$ cat src/common/atq_pkg.sv
package atq_pkg;

   // ****************************************
   // Register map as word indices; byte address is four times the index
   // ****************************************
   localparam logic [15:0] IDX_TRIG_CTRL = 16'h7034;
   localparam logic [15:0] IDX_FIRST_Q = 16'h7036;
   localparam logic [15:0] IDX_SECOND_Q = 16'h7038;
   localparam logic [15:0] IDX_CONV_CTRL = 16'h7040;
   localparam logic [15:0] IDX_CONV_DATA = 16'h7041;
   localparam logic [15:0] IDX_IRQ_STAT = 16'h7042;
   localparam logic [15:0] IDX_IRQ_MASK = 16'h7043;
   localparam int ADR_W = 18;

   // ****************************************
   // Field positions
   // ****************************************
   localparam int BIT_EVT_EN = 10;
   localparam int BIT_PIN_EN = 9;
   localparam int MSB_Q2 = 7;
   localparam int LSB_Q2 = 6;
   localparam int MSB_Q1 = 4;
   localparam int LSB_Q1 = 3;
   localparam int MSB_DIV = 2;
   localparam int BIT_C1_EN = 0;
   localparam int BIT_C2_EN = 1;
   localparam int BIT_SW_START = 2;
   localparam int RES_LSB = 6;
   localparam int IRQ_W = 4;
   localparam int IRQ_DONE1 = 0;
   localparam int IRQ_DONE2 = 1;
   localparam int IRQ_OVF1 = 2;
   localparam int IRQ_OVF2 = 3;

   // ****************************************
   // Values and timing
   // ****************************************
   localparam logic [15:0] RST_VAL = 16'h0000;
   localparam logic [1:0] Q_EMPTY = 2'h0;
   localparam logic [1:0] Q_ONE = 2'h1;
   localparam logic [1:0] Q_TWO = 2'h2;
   localparam logic [1:0] Q_OVF = 2'h3;
   // Converter clock periods per conversion (5.5 rounded up)
   localparam logic [3:0] CONV_TICKS = 4'h6;

   typedef enum logic [1:0] {
      ST_IDLE = 2'b00,
      ST_CONV = 2'b01,
      ST_DONE = 2'b10
   } atq_state_e;

   typedef struct packed {
      logic evt_en;
      logic pin_en;
      logic [2:0] div;
      logic c1_en;
      logic c2_en;
   } atq_cfg_s;

   typedef struct packed {
      logic [9:0] r1;
      logic [9:0] r2;
   } atq_res_s;

endpackage : atq_pkg

$ cat src/verilog/atq_top.sv
`timescale 1ns/1ps
// Contract
// - Event starts only while bit 10 set
// - Pin rising edge starts while bit 9
// - Trigger and divider fields are shadowed
// - Shadowed writes apply from next conversion
// - Reserved control bits ignore writes
// - Bits 7-6 give second queue occupancy
// - Bits 4-3 give first queue occupancy
// - Two-deep queue, overflow drops oldest
// - Queue status live and read-only
// - Start sources ORed, coincident ones queued; only one start is held pending
// - Prescaler codes divide by 4..32
// - Result left-justified, low six zero
// - Results read-only, cleared by reset
// - Control and status fields reset zero
module atq_top
   import atq_pkg::*;
(
   input wire logic CLOCK, // System clock
   input wire logic SYS_RST, // Synchronous reset
   input wire logic [ADR_W-1:0] WB_ADR_I, // Byte address
   input wire logic [31:0] WB_DAT_I, // Write data
   input wire logic [3:0] WB_SEL_I, // Byte lanes
   input wire logic WB_WE_I, // Write
   input wire logic WB_CYC_I, // Cycle
   input wire logic WB_STB_I, // Strobe
   output logic [31:0] WB_DAT_O, // Read data
   output logic WB_ACK_O, // Acknowledge
   output logic WB_ERR_O, // Unmapped access
   input wire logic EVENT_START, // Event manager start pulse
   input wire logic EXTERNAL_TRIGGER_PIN, // Asynchronous trigger pin
   input wire logic CONV_RESULT_VALID, // Analog result ready
   input wire logic [9:0] CONV_RESULT1, // First converter value
   input wire logic [9:0] CONV_RESULT2, // Second converter value
   output logic CONV_CLOCK, // Divided converter clock
   output logic CONV_BUSY, // Conversion running
   output logic IRQ // Level interrupt
);

   // ****************************************
   // Helpers
   // ****************************************
   function automatic logic [4:0] div_half(input logic [2:0] code);
      case (code)
         3'h0: div_half = 5'h02;
         3'h1: div_half = 5'h03;
         3'h2: div_half = 5'h04;
         3'h3: div_half = 5'h05;
         3'h4: div_half = 5'h06;
         3'h5: div_half = 5'h08;
         3'h6: div_half = 5'h0A;
         default: div_half = 5'h10;
      endcase
   endfunction : div_half

   function automatic logic [1:0] q_next(input logic [1:0] s,
         input logic push, input logic pop);
      logic [1:0] n;
      logic [1:0] cnt;
      n = s;
      cnt = (s == Q_OVF) ? Q_TWO : s;
      if (push && pop) begin
         n = (cnt == Q_EMPTY) ? Q_ONE : cnt;
      end else if (push) begin
         n = (cnt == Q_TWO) ? Q_OVF : cnt + 2'h1;
      end else if (pop) begin
         n = (cnt == Q_EMPTY) ? Q_EMPTY : cnt - 2'h1;
      end
      q_next = n;
   endfunction : q_next

   // Slot 0 is the oldest; a push on a full queue shifts it out
   function automatic logic [19:0] q_hold(input logic [1:0] s,
         input logic push, input logic pop, input logic [9:0] old0,
         input logic [9:0] old1, input logic [9:0] v);
      logic [1:0] cnt;
      logic [19:0] r;
      cnt = (s == Q_OVF) ? Q_TWO : s;
      r = {old1, old0};
      if (push && (cnt == Q_EMPTY || (cnt == Q_ONE && pop))) begin
         r[9:0] = v;
      end else if (push) begin
         r = {v, (pop || cnt == Q_TWO) ? old1 : old0};
      end else if (pop) begin
         r[9:0] = old1;
      end
      q_hold = r;
   endfunction : q_hold

   // ****************************************
   // Bus decode
   // ****************************************
   logic [15:0] idx;
   logic req, hit, wr, rd;
   logic ack_q, err_q;
   logic [31:0] dat_q;
   assign idx = WB_ADR_I[17:2];
   assign req = WB_CYC_I && WB_STB_I && !ack_q && !err_q;
   assign hit = idx == IDX_TRIG_CTRL || idx == IDX_FIRST_Q ||
      idx == IDX_SECOND_Q || idx == IDX_CONV_CTRL ||
      idx == IDX_CONV_DATA || idx == IDX_IRQ_STAT || idx == IDX_IRQ_MASK;
   assign wr = req && hit && WB_WE_I;
   assign rd = req && hit && !WB_WE_I;

   // ****************************************
   // Registers
   // ****************************************
   atq_cfg_s cfg_q, act_q;
   atq_state_e st_q;
   logic sw_start, evt_req, pin_req, pend_q;
   logic [1:0] s1_q, s2_q;
   atq_res_s h0_q, h1_q;
   logic [IRQ_W-1:0] ist_q, imsk_q;
   logic pop1, pop2, push1, push2;

   assign sw_start = wr && idx == IDX_CONV_CTRL && WB_SEL_I[0] &&
      WB_DAT_I[BIT_SW_START];

   always_ff @(posedge CLOCK) begin
      if (SYS_RST) begin
         cfg_q <= '0;
      end else if (wr && idx == IDX_TRIG_CTRL) begin
         if (WB_SEL_I[1]) begin
            cfg_q.evt_en <= WB_DAT_I[BIT_EVT_EN];
            cfg_q.pin_en <= WB_DAT_I[BIT_PIN_EN];
         end
         if (WB_SEL_I[0]) begin
            cfg_q.div <= WB_DAT_I[MSB_DIV:0];
         end
      end else if (wr && idx == IDX_CONV_CTRL && WB_SEL_I[0]) begin
         cfg_q.c1_en <= WB_DAT_I[BIT_C1_EN];
         cfg_q.c2_en <= WB_DAT_I[BIT_C2_EN];
      end
   end

   // Working copy only loads while idle
   always_ff @(posedge CLOCK) begin
      if (SYS_RST) begin
         act_q <= '0;
      end else if (st_q == ST_IDLE) begin
         act_q <= cfg_q;
      end
   end

   // ****************************************
   // Trigger inputs
   // ****************************************
   logic [2:0] pin_s_q;
   logic pin_lvl_q;
   always_ff @(posedge CLOCK) begin
      if (SYS_RST) begin
         pin_s_q <= 3'h0;
         pin_lvl_q <= 1'b0;
      end else begin
         pin_s_q <= {pin_s_q[1:0], EXTERNAL_TRIGGER_PIN};
         if (pin_s_q[1] == pin_s_q[2]) begin
            pin_lvl_q <= pin_s_q[2];
         end
      end
   end
   assign pin_req = act_q.pin_en && pin_s_q[1] && pin_s_q[2] &&
      !pin_lvl_q;
   assign evt_req = act_q.evt_en && EVENT_START;

   // ****************************************
   // Converter clock and sequencing
   // ****************************************
   logic [4:0] div_cnt_q;
   logic [3:0] tick_q;
   logic cclk_q, tick_edge, any_en, start_any, multi_start;
   assign any_en = act_q.c1_en || act_q.c2_en;
   assign start_any = sw_start || evt_req || pin_req;
   // Two sources at once: run one, keep the other pending
   assign multi_start = (sw_start && (evt_req || pin_req)) ||
      (evt_req && pin_req) || (pend_q && start_any);
   assign tick_edge = div_cnt_q == 5'h01 && cclk_q;

   always_ff @(posedge CLOCK) begin
      if (SYS_RST || st_q != ST_CONV) begin
         div_cnt_q <= div_half(act_q.div);
         cclk_q <= 1'b0;
      end else if (div_cnt_q == 5'h01) begin
         div_cnt_q <= div_half(act_q.div);
         cclk_q <= !cclk_q;
      end else begin
         div_cnt_q <= div_cnt_q - 5'h01;
      end
   end

   always_ff @(posedge CLOCK) begin
      if (SYS_RST) begin
         st_q <= ST_IDLE;
         tick_q <= 4'h0;
         pend_q <= 1'b0;
      end else begin
         case (st_q)
            ST_IDLE: begin
               tick_q <= 4'h0;
               if (any_en && (pend_q || start_any)) begin
                  st_q <= ST_CONV;
                  pend_q <= multi_start;
               end
            end
            ST_CONV: begin
               if (start_any) begin
                  pend_q <= 1'b1;
               end
               if (tick_edge) begin
                  tick_q <= tick_q + 4'h1;
               end
               if (CONV_RESULT_VALID ||
                     (tick_edge && tick_q == CONV_TICKS - 4'h1)) begin
                  st_q <= ST_DONE;
               end
            end
            ST_DONE: begin
               if (start_any) begin
                  pend_q <= 1'b1;
               end
               st_q <= ST_IDLE;
            end
            default: st_q <= ST_IDLE;
         endcase
      end
   end

   // ****************************************
   // Result queues
   // ****************************************
   assign push1 = st_q == ST_DONE && act_q.c1_en;
   assign push2 = st_q == ST_DONE && act_q.c2_en;
   assign pop1 = rd && idx == IDX_FIRST_Q && s1_q != Q_EMPTY;
   assign pop2 = rd && idx == IDX_SECOND_Q && s2_q != Q_EMPTY;

   always_ff @(posedge CLOCK) begin
      if (SYS_RST) begin
         s1_q <= Q_EMPTY;
         s2_q <= Q_EMPTY;
      end else begin
         s1_q <= q_next(s1_q, push1, pop1);
         s2_q <= q_next(s2_q, push2, pop2);
      end
   end

   always_ff @(posedge CLOCK) begin
      if (SYS_RST) begin
         h0_q <= '0;
         h1_q <= '0;
      end else begin
         {h1_q.r1, h0_q.r1} <= q_hold(s1_q, push1, pop1, h0_q.r1, h1_q.r1,
            CONV_RESULT1);
         {h1_q.r2, h0_q.r2} <= q_hold(s2_q, push2, pop2, h0_q.r2, h1_q.r2,
            CONV_RESULT2);
      end
   end

   // ****************************************
   // Interrupts
   // ****************************************
   logic [IRQ_W-1:0] ev;
   logic rd_ist;
   assign ev = {push2 && !pop2 && s2_q >= Q_TWO,
      push1 && !pop1 && s1_q >= Q_TWO, push2, push1};
   assign rd_ist = rd && idx == IDX_IRQ_STAT;
   always_ff @(posedge CLOCK) begin
      if (SYS_RST) begin
         ist_q <= '0;
         imsk_q <= '0;
         IRQ <= 1'b0;
      end else begin
         ist_q <= (rd_ist ? '0 : ist_q) | ev;
         if (wr && idx == IDX_IRQ_MASK && WB_SEL_I[0]) begin
            imsk_q <= WB_DAT_I[IRQ_W-1:0];
         end
         IRQ <= |(ist_q & imsk_q);
      end
   end

   // ****************************************
   // Bus answer
   // ****************************************
   always_comb begin
      dat_q = '0;
      case (idx)
         IDX_TRIG_CTRL: begin
            dat_q[BIT_EVT_EN] = cfg_q.evt_en;
            dat_q[BIT_PIN_EN] = cfg_q.pin_en;
            dat_q[MSB_Q2:LSB_Q2] = s2_q;
            dat_q[MSB_Q1:LSB_Q1] = s1_q;
            dat_q[MSB_DIV:0] = cfg_q.div;
         end
         IDX_FIRST_Q: dat_q[15:RES_LSB] = h0_q.r1;
         IDX_SECOND_Q: dat_q[15:RES_LSB] = h0_q.r2;
         IDX_CONV_CTRL: dat_q[BIT_C2_EN:0] = {cfg_q.c2_en, cfg_q.c1_en};
         IDX_CONV_DATA: dat_q[0] = st_q != ST_IDLE;
         IDX_IRQ_STAT: dat_q[IRQ_W-1:0] = ist_q;
         IDX_IRQ_MASK: dat_q[IRQ_W-1:0] = imsk_q;
         default: dat_q = '0;
      endcase
   end

   always_ff @(posedge CLOCK) begin
      if (SYS_RST) begin
         ack_q <= 1'b0;
         err_q <= 1'b0;
         WB_DAT_O <= '0;
         CONV_CLOCK <= 1'b0;
         CONV_BUSY <= 1'b0;
      end else begin
         ack_q <= req && hit;
         err_q <= req && !hit;
         WB_DAT_O <= rd ? dat_q : 32'h0000_0000;
         CONV_CLOCK <= cclk_q;
         CONV_BUSY <= st_q == ST_CONV;
      end
   end
   assign WB_ACK_O = ack_q;
   assign WB_ERR_O = err_q;

   // ****************************************
   // Checks
   // ****************************************
   chk_evt_masked: assert property (@(posedge CLOCK) disable iff (SYS_RST)
      st_q == ST_IDLE && !act_q.evt_en && !pend_q && !sw_start && !pin_req
      |=> st_q == ST_IDLE) else $error("masked start began");
   chk_q_status: assert property (@(posedge CLOCK) disable iff (SYS_RST)
      push1 && !pop1 && s1_q == Q_TWO |=> s1_q == Q_OVF)
      else $error("no overflow code");
   chk_pop_once: assert property (@(posedge CLOCK) disable iff (SYS_RST)
      pop1 && !push1 && s1_q == Q_ONE |=> s1_q == Q_EMPTY)
      else $error("pop lost");
   chk_shadow_hold: assert property (@(posedge CLOCK) disable iff (SYS_RST)
      st_q == ST_CONV |=> $stable(act_q)) else $error("shadow moved");
   chk_pend_run: assert property (@(posedge CLOCK) disable iff (SYS_RST)
      st_q == ST_DONE && pend_q && any_en |=> ##1 st_q == ST_CONV)
      else $error("second start lost");
   chk_disabled: assert property (@(posedge CLOCK) disable iff (SYS_RST)
      !any_en && st_q == ST_IDLE |=> st_q == ST_IDLE)
      else $error("disabled run");
   chk_res_low: assert property (@(posedge CLOCK) disable iff (SYS_RST)
      $past(rd) && $past(idx) == IDX_FIRST_Q |-> WB_DAT_O[5:0] == 6'h00)
      else $error("low bits set");
   chk_ack_one: assert property (@(posedge CLOCK) disable iff (SYS_RST)
      WB_ACK_O |=> !WB_ACK_O) else $error("ack too long");
   cov_ovf: cover property (@(posedge CLOCK) s1_q == Q_OVF);
   cov_pend: cover property (@(posedge CLOCK) pend_q && st_q == ST_DONE);
   cov_pin: cover property (@(posedge CLOCK) pin_req);

endmodule : atq_top

$ cat config.mk
export PLATFORM = sky130hd
export DESIGN_NAME = atq_top
export DESIGN_NICKNAME = d
export VERILOG_FILES = /design/src/common/atq_pkg.sv /design/src/verilog/atq_top.sv
export SDC_FILE = /design/constraint.sdc
export NUM_CORES = 1
export LEC_CHECK = 0
export ABC_AREA = 1
export BUFFER_PORTS_ARGS = -buffer_cell sky130_fd_sc_hd__buf_2
export CAP_MARGIN = 40
export CORE_MARGIN = 10
export CORE_UTILIZATION = 44
export CTS_CLUSTER_DIAMETER = 80
export DETAILED_ROUTE_END_ITERATION = 10
export HOLD_SLACK_MARGIN = 0.03
export PLACE_DENSITY = 0.68
export SLEW_MARGIN = 10
export SYNTH_ARGS = -nofsm -noshare
export SYNTH_HDL_FRONTEND = slang
export SYNTH_SLANG_ARGS = --single-unit
$ cat constraint.sdc
create_clock -name CLOCK -period 2.5 [get_ports CLOCK]
set_clock_uncertainty 0.1 [all_clocks]
set_input_delay 0.25 -clock CLOCK [delete_from_list [all_inputs] [get_ports CLOCK]]
set_output_delay 0.25 -clock CLOCK [all_outputs]
set_load 0.02 [all_outputs]
== Word level (Yosys, flattened, before mapping) ==
Cells that the tools add are included.
W data, S select, Z words.

* Input port bits: 82
* Output and inout bits: 37
* Logic and storage cells: 214
* Register bits: 120

* Reduce and logical (&&, ||, !) cells: 94
* Bitwise operators: 7
* Mux-type cells: 41
* Equality and inequality tests: 31
* $lt $le $gt $ge: 2
* Add/subtract/negate cells: 6

{| class="wikitable"
|+ Operators by type and width
! cell !! number
|-
| $eq A16 B15 Y1 const B || 7
|-
| $mux W10 || 8
|-
| $logic_and A1 B1 Y1 || 40
|-
| $pmux W5 S7 || 1
|-
| $mux W2 || 16
|-
| $logic_or A1 B1 Y1 || 19
|-
| $pmux W2 S3 || 3
|-
| $reduce_and A2 Y1 || 9
|-
| $reduce_bool A3 Y1 || 4
|-
| $eq A2 B2 Y1 const B || 5
|-
| $mux W5 || 2
|-
| $pmux W5 S2 || 1
|-
| $reduce_bool A2 Y1 || 5
|-
| $eq A3 B3 Y1 const B || 3
|-
| $logic_not A1 Y1 || 8
|-
| $mux W4 || 2
|-
| $pmux W4 S2 || 1
|-
| $eq A2 B1 Y1 const B || 3
|-
| $eq A3 B2 Y1 const B || 2
|-
| $logic_not A2 Y1 || 3
|-
| $ne A2 B1 Y1 const B || 3
|-
| $ne A3 B1 Y1 const B || 2
|-
| $eq A5 B1 Y1 const B || 1
|-
| $not A1 Y1 || 5
|-
| other kinds (21) || 28
|}

== Longest topological paths before layout ==
* Depth in word-level cells: 18
* Gate-level depth with buffers: 18

== Least setup slack after synthesis ==
Ideal clock, no wire load.

* Path kind: input port to flip-flop
* Start: in WB_ADR_I[13]
* End: reg h0_q[16] (netlist bit)
* Data required time: 2.291 ns
* Setup time: 0.109 ns
* Arrival: 1.759 ns
* Buffers on the path: 1
* Cell stages on the path: 17
* Slack: 0.532 ns
* Path through: nor2_1 -> nand2_2 -> nor2_8 -> nand2_1 -> inv_2 -> nor2_2 -> nand2_4 -> nand2_4 -> nor2_8 -> nand2_4 -> nand2_4 -> nand3_4 -> buf_6 -> nand2_2 -> o211ai_2 -> nand2_1 -> inv_1

* Cells in the longest elaborated chain, start to end: 16
* Elaborated cells between the ends (all ways): 25

{| class="wikitable"
|+ RTL lines
! item !! RTL line !! text
|-
| from (decl) || atq_top.sv:22 || <nowiki>input wire logic [ADR_W-1:0] WB_ADR_I,</nowiki>
|-
| $eq A16 B15 Y1, on equally long branches || atq_top.sv:100, atq_top.sv:233 ||
|-
| $logic_or A1 B1 Y1 (2 in a row) || atq_top.sv:100 || <nowiki>assign hit = idx == IDX_TRIG_CTRL || idx == IDX_FIRST_Q ||</nowiki>
|-
| $logic_or A1 B1 Y1 (2 in a row) || atq_top.sv:101 || <nowiki>idx == IDX_SECOND_Q || idx == IDX_CONV_CTRL ||</nowiki>
|-
| $logic_or A1 B1 Y1 (2 in a row) || atq_top.sv:102 || <nowiki>idx == IDX_CONV_DATA || idx == IDX_IRQ_STAT || idx == IDX_IRQ_MASK;</nowiki>
|-
| $logic_and A1 B1 Y1 (2 in a row) || atq_top.sv:104 || <nowiki>assign rd = req && hit && !WB_WE_I;</nowiki>
|-
| $logic_and A1 B1 Y1 (*) (2 in a row) || atq_top.sv:233 || <nowiki>assign pop1 = rd && idx == IDX_FIRST_Q && s1_q != Q_EMPTY;</nowiki>
|-
| $logic_and A1 B1 Y1 || atq_top.sv:81 || <nowiki>if (push && (cnt == Q_EMPTY || (cnt == Q_ONE && pop))) begin</nowiki>
|-
| $logic_or A1 B1 Y1 || atq_top.sv:81 ||
|-
| $logic_and A1 B1 Y1 || atq_top.sv:81 ||
|-
| $ne A3 B1 Y1 (no source line) or $reduce_bool A3 Y1 (tied branches) || -- ||
|-
| $reduce_and A2 Y1 (no source line) || -- ||
|-
| to (decl) || atq_top.sv:113 || <nowiki>atq_res_s h0_q, h1_q;</nowiki>
|}

Every way passes the cells marked *; elsewhere a longest branch is shown, timed or not.
A chain may end at the register's enable or synchronous reset.

== Final worst setup path ==
* Start: reg st_q[0]
* End: reg h0_q[3] (netlist bit)

* Cells in the longest elaborated chain, start to end: 5
* Elaborated cells between the ends (all ways): 8

{| class="wikitable"
|+ RTL lines
! item !! RTL line !! text
|-
| from (decl) || atq_top.sv:110 || <nowiki>atq_state_e st_q;</nowiki>
|-
| from (signal assigned) || atq_top.sv:193 || <nowiki>st_q <= ST_IDLE;</nowiki>
|-
| from (signal assigned) || atq_top.sv:201 || <nowiki>st_q <= ST_CONV;</nowiki>
|-
| from (signal assigned) || atq_top.sv:214 || <nowiki>st_q <= ST_DONE;</nowiki>
|-
| $eq A2 B2 Y1 (*) || atq_top.sv:232 || <nowiki>assign push2 = st_q == ST_DONE && act_q.c2_en;</nowiki>
|-
| $logic_and A1 B1 Y1 (*) || atq_top.sv:232 ||
|-
| $logic_and A1 B1 Y1 || atq_top.sv:81 ||
|-
| $ne A3 B1 Y1 (no source line) or $reduce_bool A3 Y1 (tied branches) || -- ||
|-
| $reduce_and A2 Y1 (no source line) || -- ||
|}

Marked as above.

==> impl_results.md <==
- Global-route wire length before repair: 19600 microns
- Hold slack: around 0.05 ns
- Initial antenna violation count: 0
- CP Data Arrival Time: roughly 2.4 ns
- Fin. Hold Viols: 0
- Layout area overhead: 15.3%
- Die ar.: approximately 16000 sq um
- Post-CTS Setup Bufs: 0
- Via count: roughly 4400
- Setup TNS: 0 ns
- Fraction of layout cells with a size suffix above 1: 19.2%
- Fillers: between 1000 and 1500
- Leakage: around 2.6 nW
- Drt wl/cell: 13.6 microns
- Critical Path Start: st_q[0]
- Layer with the highest usage: met2
- RePlAce Congestion: about 0.89
- Post-route ant nets: 0
- Total CTS buffers: 9
- Top FF cell, synth: dfxtp_1
- R2R Setup Slk: roughly 0.3 ns
- # setup viols final: 0
- Cts repair resizes: 0
- Vias in the first global route: between 4000 and 5000
- Critical Path End: h0_q[3]
- Critical path fanouts, max: 13
- Met1 Resource Use GR: 17.4%
- Clock root cell: clkbuf_8
- Core Region: approximately 11000 sq um
- Diode count: 0
- Synth Cell Area: a little under 5000 sq um
- Crit. End Element: flip-flop
- Worst slack, placed: about 0.15 ns
- Max-Cap Viols: 0
- H-tree Lvls: 3
- WL final: 12000 microns
- Drt drc: 0
- Hold Path Class: in2reg
- Status: complete, no violations
- Die height: roughly 130 microns
- Final worst path period need: between 2 and 2.5 ns
- Syn avg cell area: about 7.4 sq um
- Data required, critical path: approximately 2.7 ns
- Hold path cells: 3
- Hold Path Origin: CONV_RESULT2[3]
- Gr usage total: 14.6%
- Clock sink total: a little over 100
- Number of flops mapped to enable cells by yosys: 0
- Post-detail-place hpwl: around 9000 microns
- Fmax: between 400 and 500 MHz
- Final Max Tran Viols: 0
- Worst flop-to-flop path startpoint: st_q[0]
- Layout net count: approximately 800
- Sequential area share after synthesis: between 40% and 50%
- RSZ-0062 raised after global routing: no
- Pwr dens: around 660 nW/um^2
- VDD IR max: around 0.46 mV
- Largest net degree at the start of global routing: between 40 and 50
- Number of DRC markers in iteration 0: roughly 260
- Reg2Reg Depth: 9
- Via/cell ratio: 5.01
- Critical path class: reg2reg
- Global Route met2 Usage: approximately 25%
- I/O Pins: 119
- Initial Utilization: between 40 and 50%
- FFs w/ async S/R, synth: 0%
- CTS tree: built
- DR pass1 iterations: 4
- Setup ws final: ~0.3 ns
- M3 GR Usage: around 3.8%
- Startpoint Class: flip-flop
- Site row count: 38
- Longest Clk Path Bufs: 2
- Worst r2r dst: h0_q[3]
- Cells after Synth: ~660
- Worst skew pair latency: about 0.36 ns
- Die width: roughly 130 microns
- Tcrit/Tclk final: 88.1%
- Yosys reg bits: 103
- Worst-path clk slew: 0.10 ns
- GR Overflow Total: 0
- I/O Buffers: ~70
- Yosys Warn Count: 0
- Synth cell types: 40
- Util after Layout: 51.8%
-- how the worst min path moves through the flow --
stage | endpoint | slack (ns)
after global placement | pin_s_q[1] | 0.30
after CTS | h1_q[5] | 0.03
after floorplan | pin_s_q[0] | 0.26
final | h1_q[3] | 0.05
after global routing | h1_q[6] | 0.05
after detailed placement | pin_s_q[1] | 0.30
-- placed cells by master (no fill, tap or decap), types with 7 or more instances in the layout --
cell type / instances
a21oi_1: 39
nand3_1: 25
dlygate4sd3_1: 9
buf_2: 71
o21ai_1: 13
dfxtp_1: 103
a211oi_1: 10
nor2_1: 86
conb_1: 17
inv_2: 10
nand2_2: 9
inv_1: 85
ha_1: 7
buf_4: 11
nand2_1: 106
o211ai_2: 7
o211ai_1: 14
nand4_1: 20
clkbuf_8: 10
o21ai_0: 34
-- report_power, final --
| part | internal, mW | switching (mW) |
|---|---|---|
| sequential | 1.76 | 0.0786 |
| clock | 0.491 | 0.551 |
| combinational | 0.302 | 0.541 |
-- metrics by stage --
step | instances | instance area [sq um] | power, mW
2_1_floorplan | 671 | 4930 | 2.50
3_3_place_gp | 854 | 5330 | 2.67
3_5_place_dp | 854 | 5330 | 2.71
4_1_cts | 877 | 5600 | 3.76
5_1_grt | 878 | 5610 | 3.98
6_report | 878 | 5610 | 3.73
-- cell families (layout without fill, tap and decap cells) --
logic type | after synthesis | count (layout) | share of synthesized area [%]
AO/OA/AOI/OAI | 135 | 135 | 17.4
XOR/XNOR | 3 | 3 | 0.540
adder cells (fa/ha/maj) | 7 | 7 | 1.80
buffers and inverters | 136 | 203 | 12.3
flip-flops | 103 | 103 | 42.3
other | 1 | 17 | 0.0770
AND/OR/NAND/NOR | 270 | 270 | 25.6
-- Yosys cell counts (all sizes together) (5+ instances only) --
master,instances,area share [%]
nor2,94,8.2
nand3,27,3.1
dfxtp,103,42
a21oi,41,4.5
o21ai,47,4.8
a211oi,10,1.5
a221oi,6,1.1
nand2,120,10
nor3,5,0.62
o211ai,21,4.0
nand4,20,2.6
buf,26,3.8
clkbuf,14,1.1
inv,95,7.3
ha,7,1.8
a31oi,5,0.64
-- critical path: stages (launching register included) --
cell and delay, ns:
dfxtp_1 0.35, inv_1 0.08, ha_1 0.23, nand2_1 0.17
inv_1 0.25, nand2_1 0.13, nand2_1 0.26, buf_4 0.28
o211ai_1 0.18, inv_1 0.06
-- cell type report --
cell class | count | area [sq um] | area share (%)
Multi-Input combinational cell | 432 | 2270 | 40.5
Clock buffer | 11 | 141 | 2.52
Inverter | 96 | 360 | 6.42
Sequential cell | 103 | 2060 | 36.7
Tap cell | 140 | 175 | 3.12
Clock inverter | 4 | 55.1 | 0.981
Timing Repair Buffer | 92 | 548 | 9.76
-- flip-flops by register name, summed over array words and instances (netlist names), 4 cells and up --
register   count
WB_DAT_O      15
ist_q          4
imsk_q         4
div_cnt_q      5
cfg_q          7
act_q          7
h0_q          20
tick_q         4
h1_q          20
-- timing repair --
item / 4_1_cts / 5_1_grt
hold buffers: 8 / 1
setup endpoints to repair: 0 / 0
endpoints found under the hold margin: 8 / 1
-- per-layer routing --
layer	up-vias	routed length, microns
met1	2008	5280
met4	0	207
met2	118	5780
met3	16	705
li1	2255	-
met5	-	0
Power figures use the tool's default switching activity.
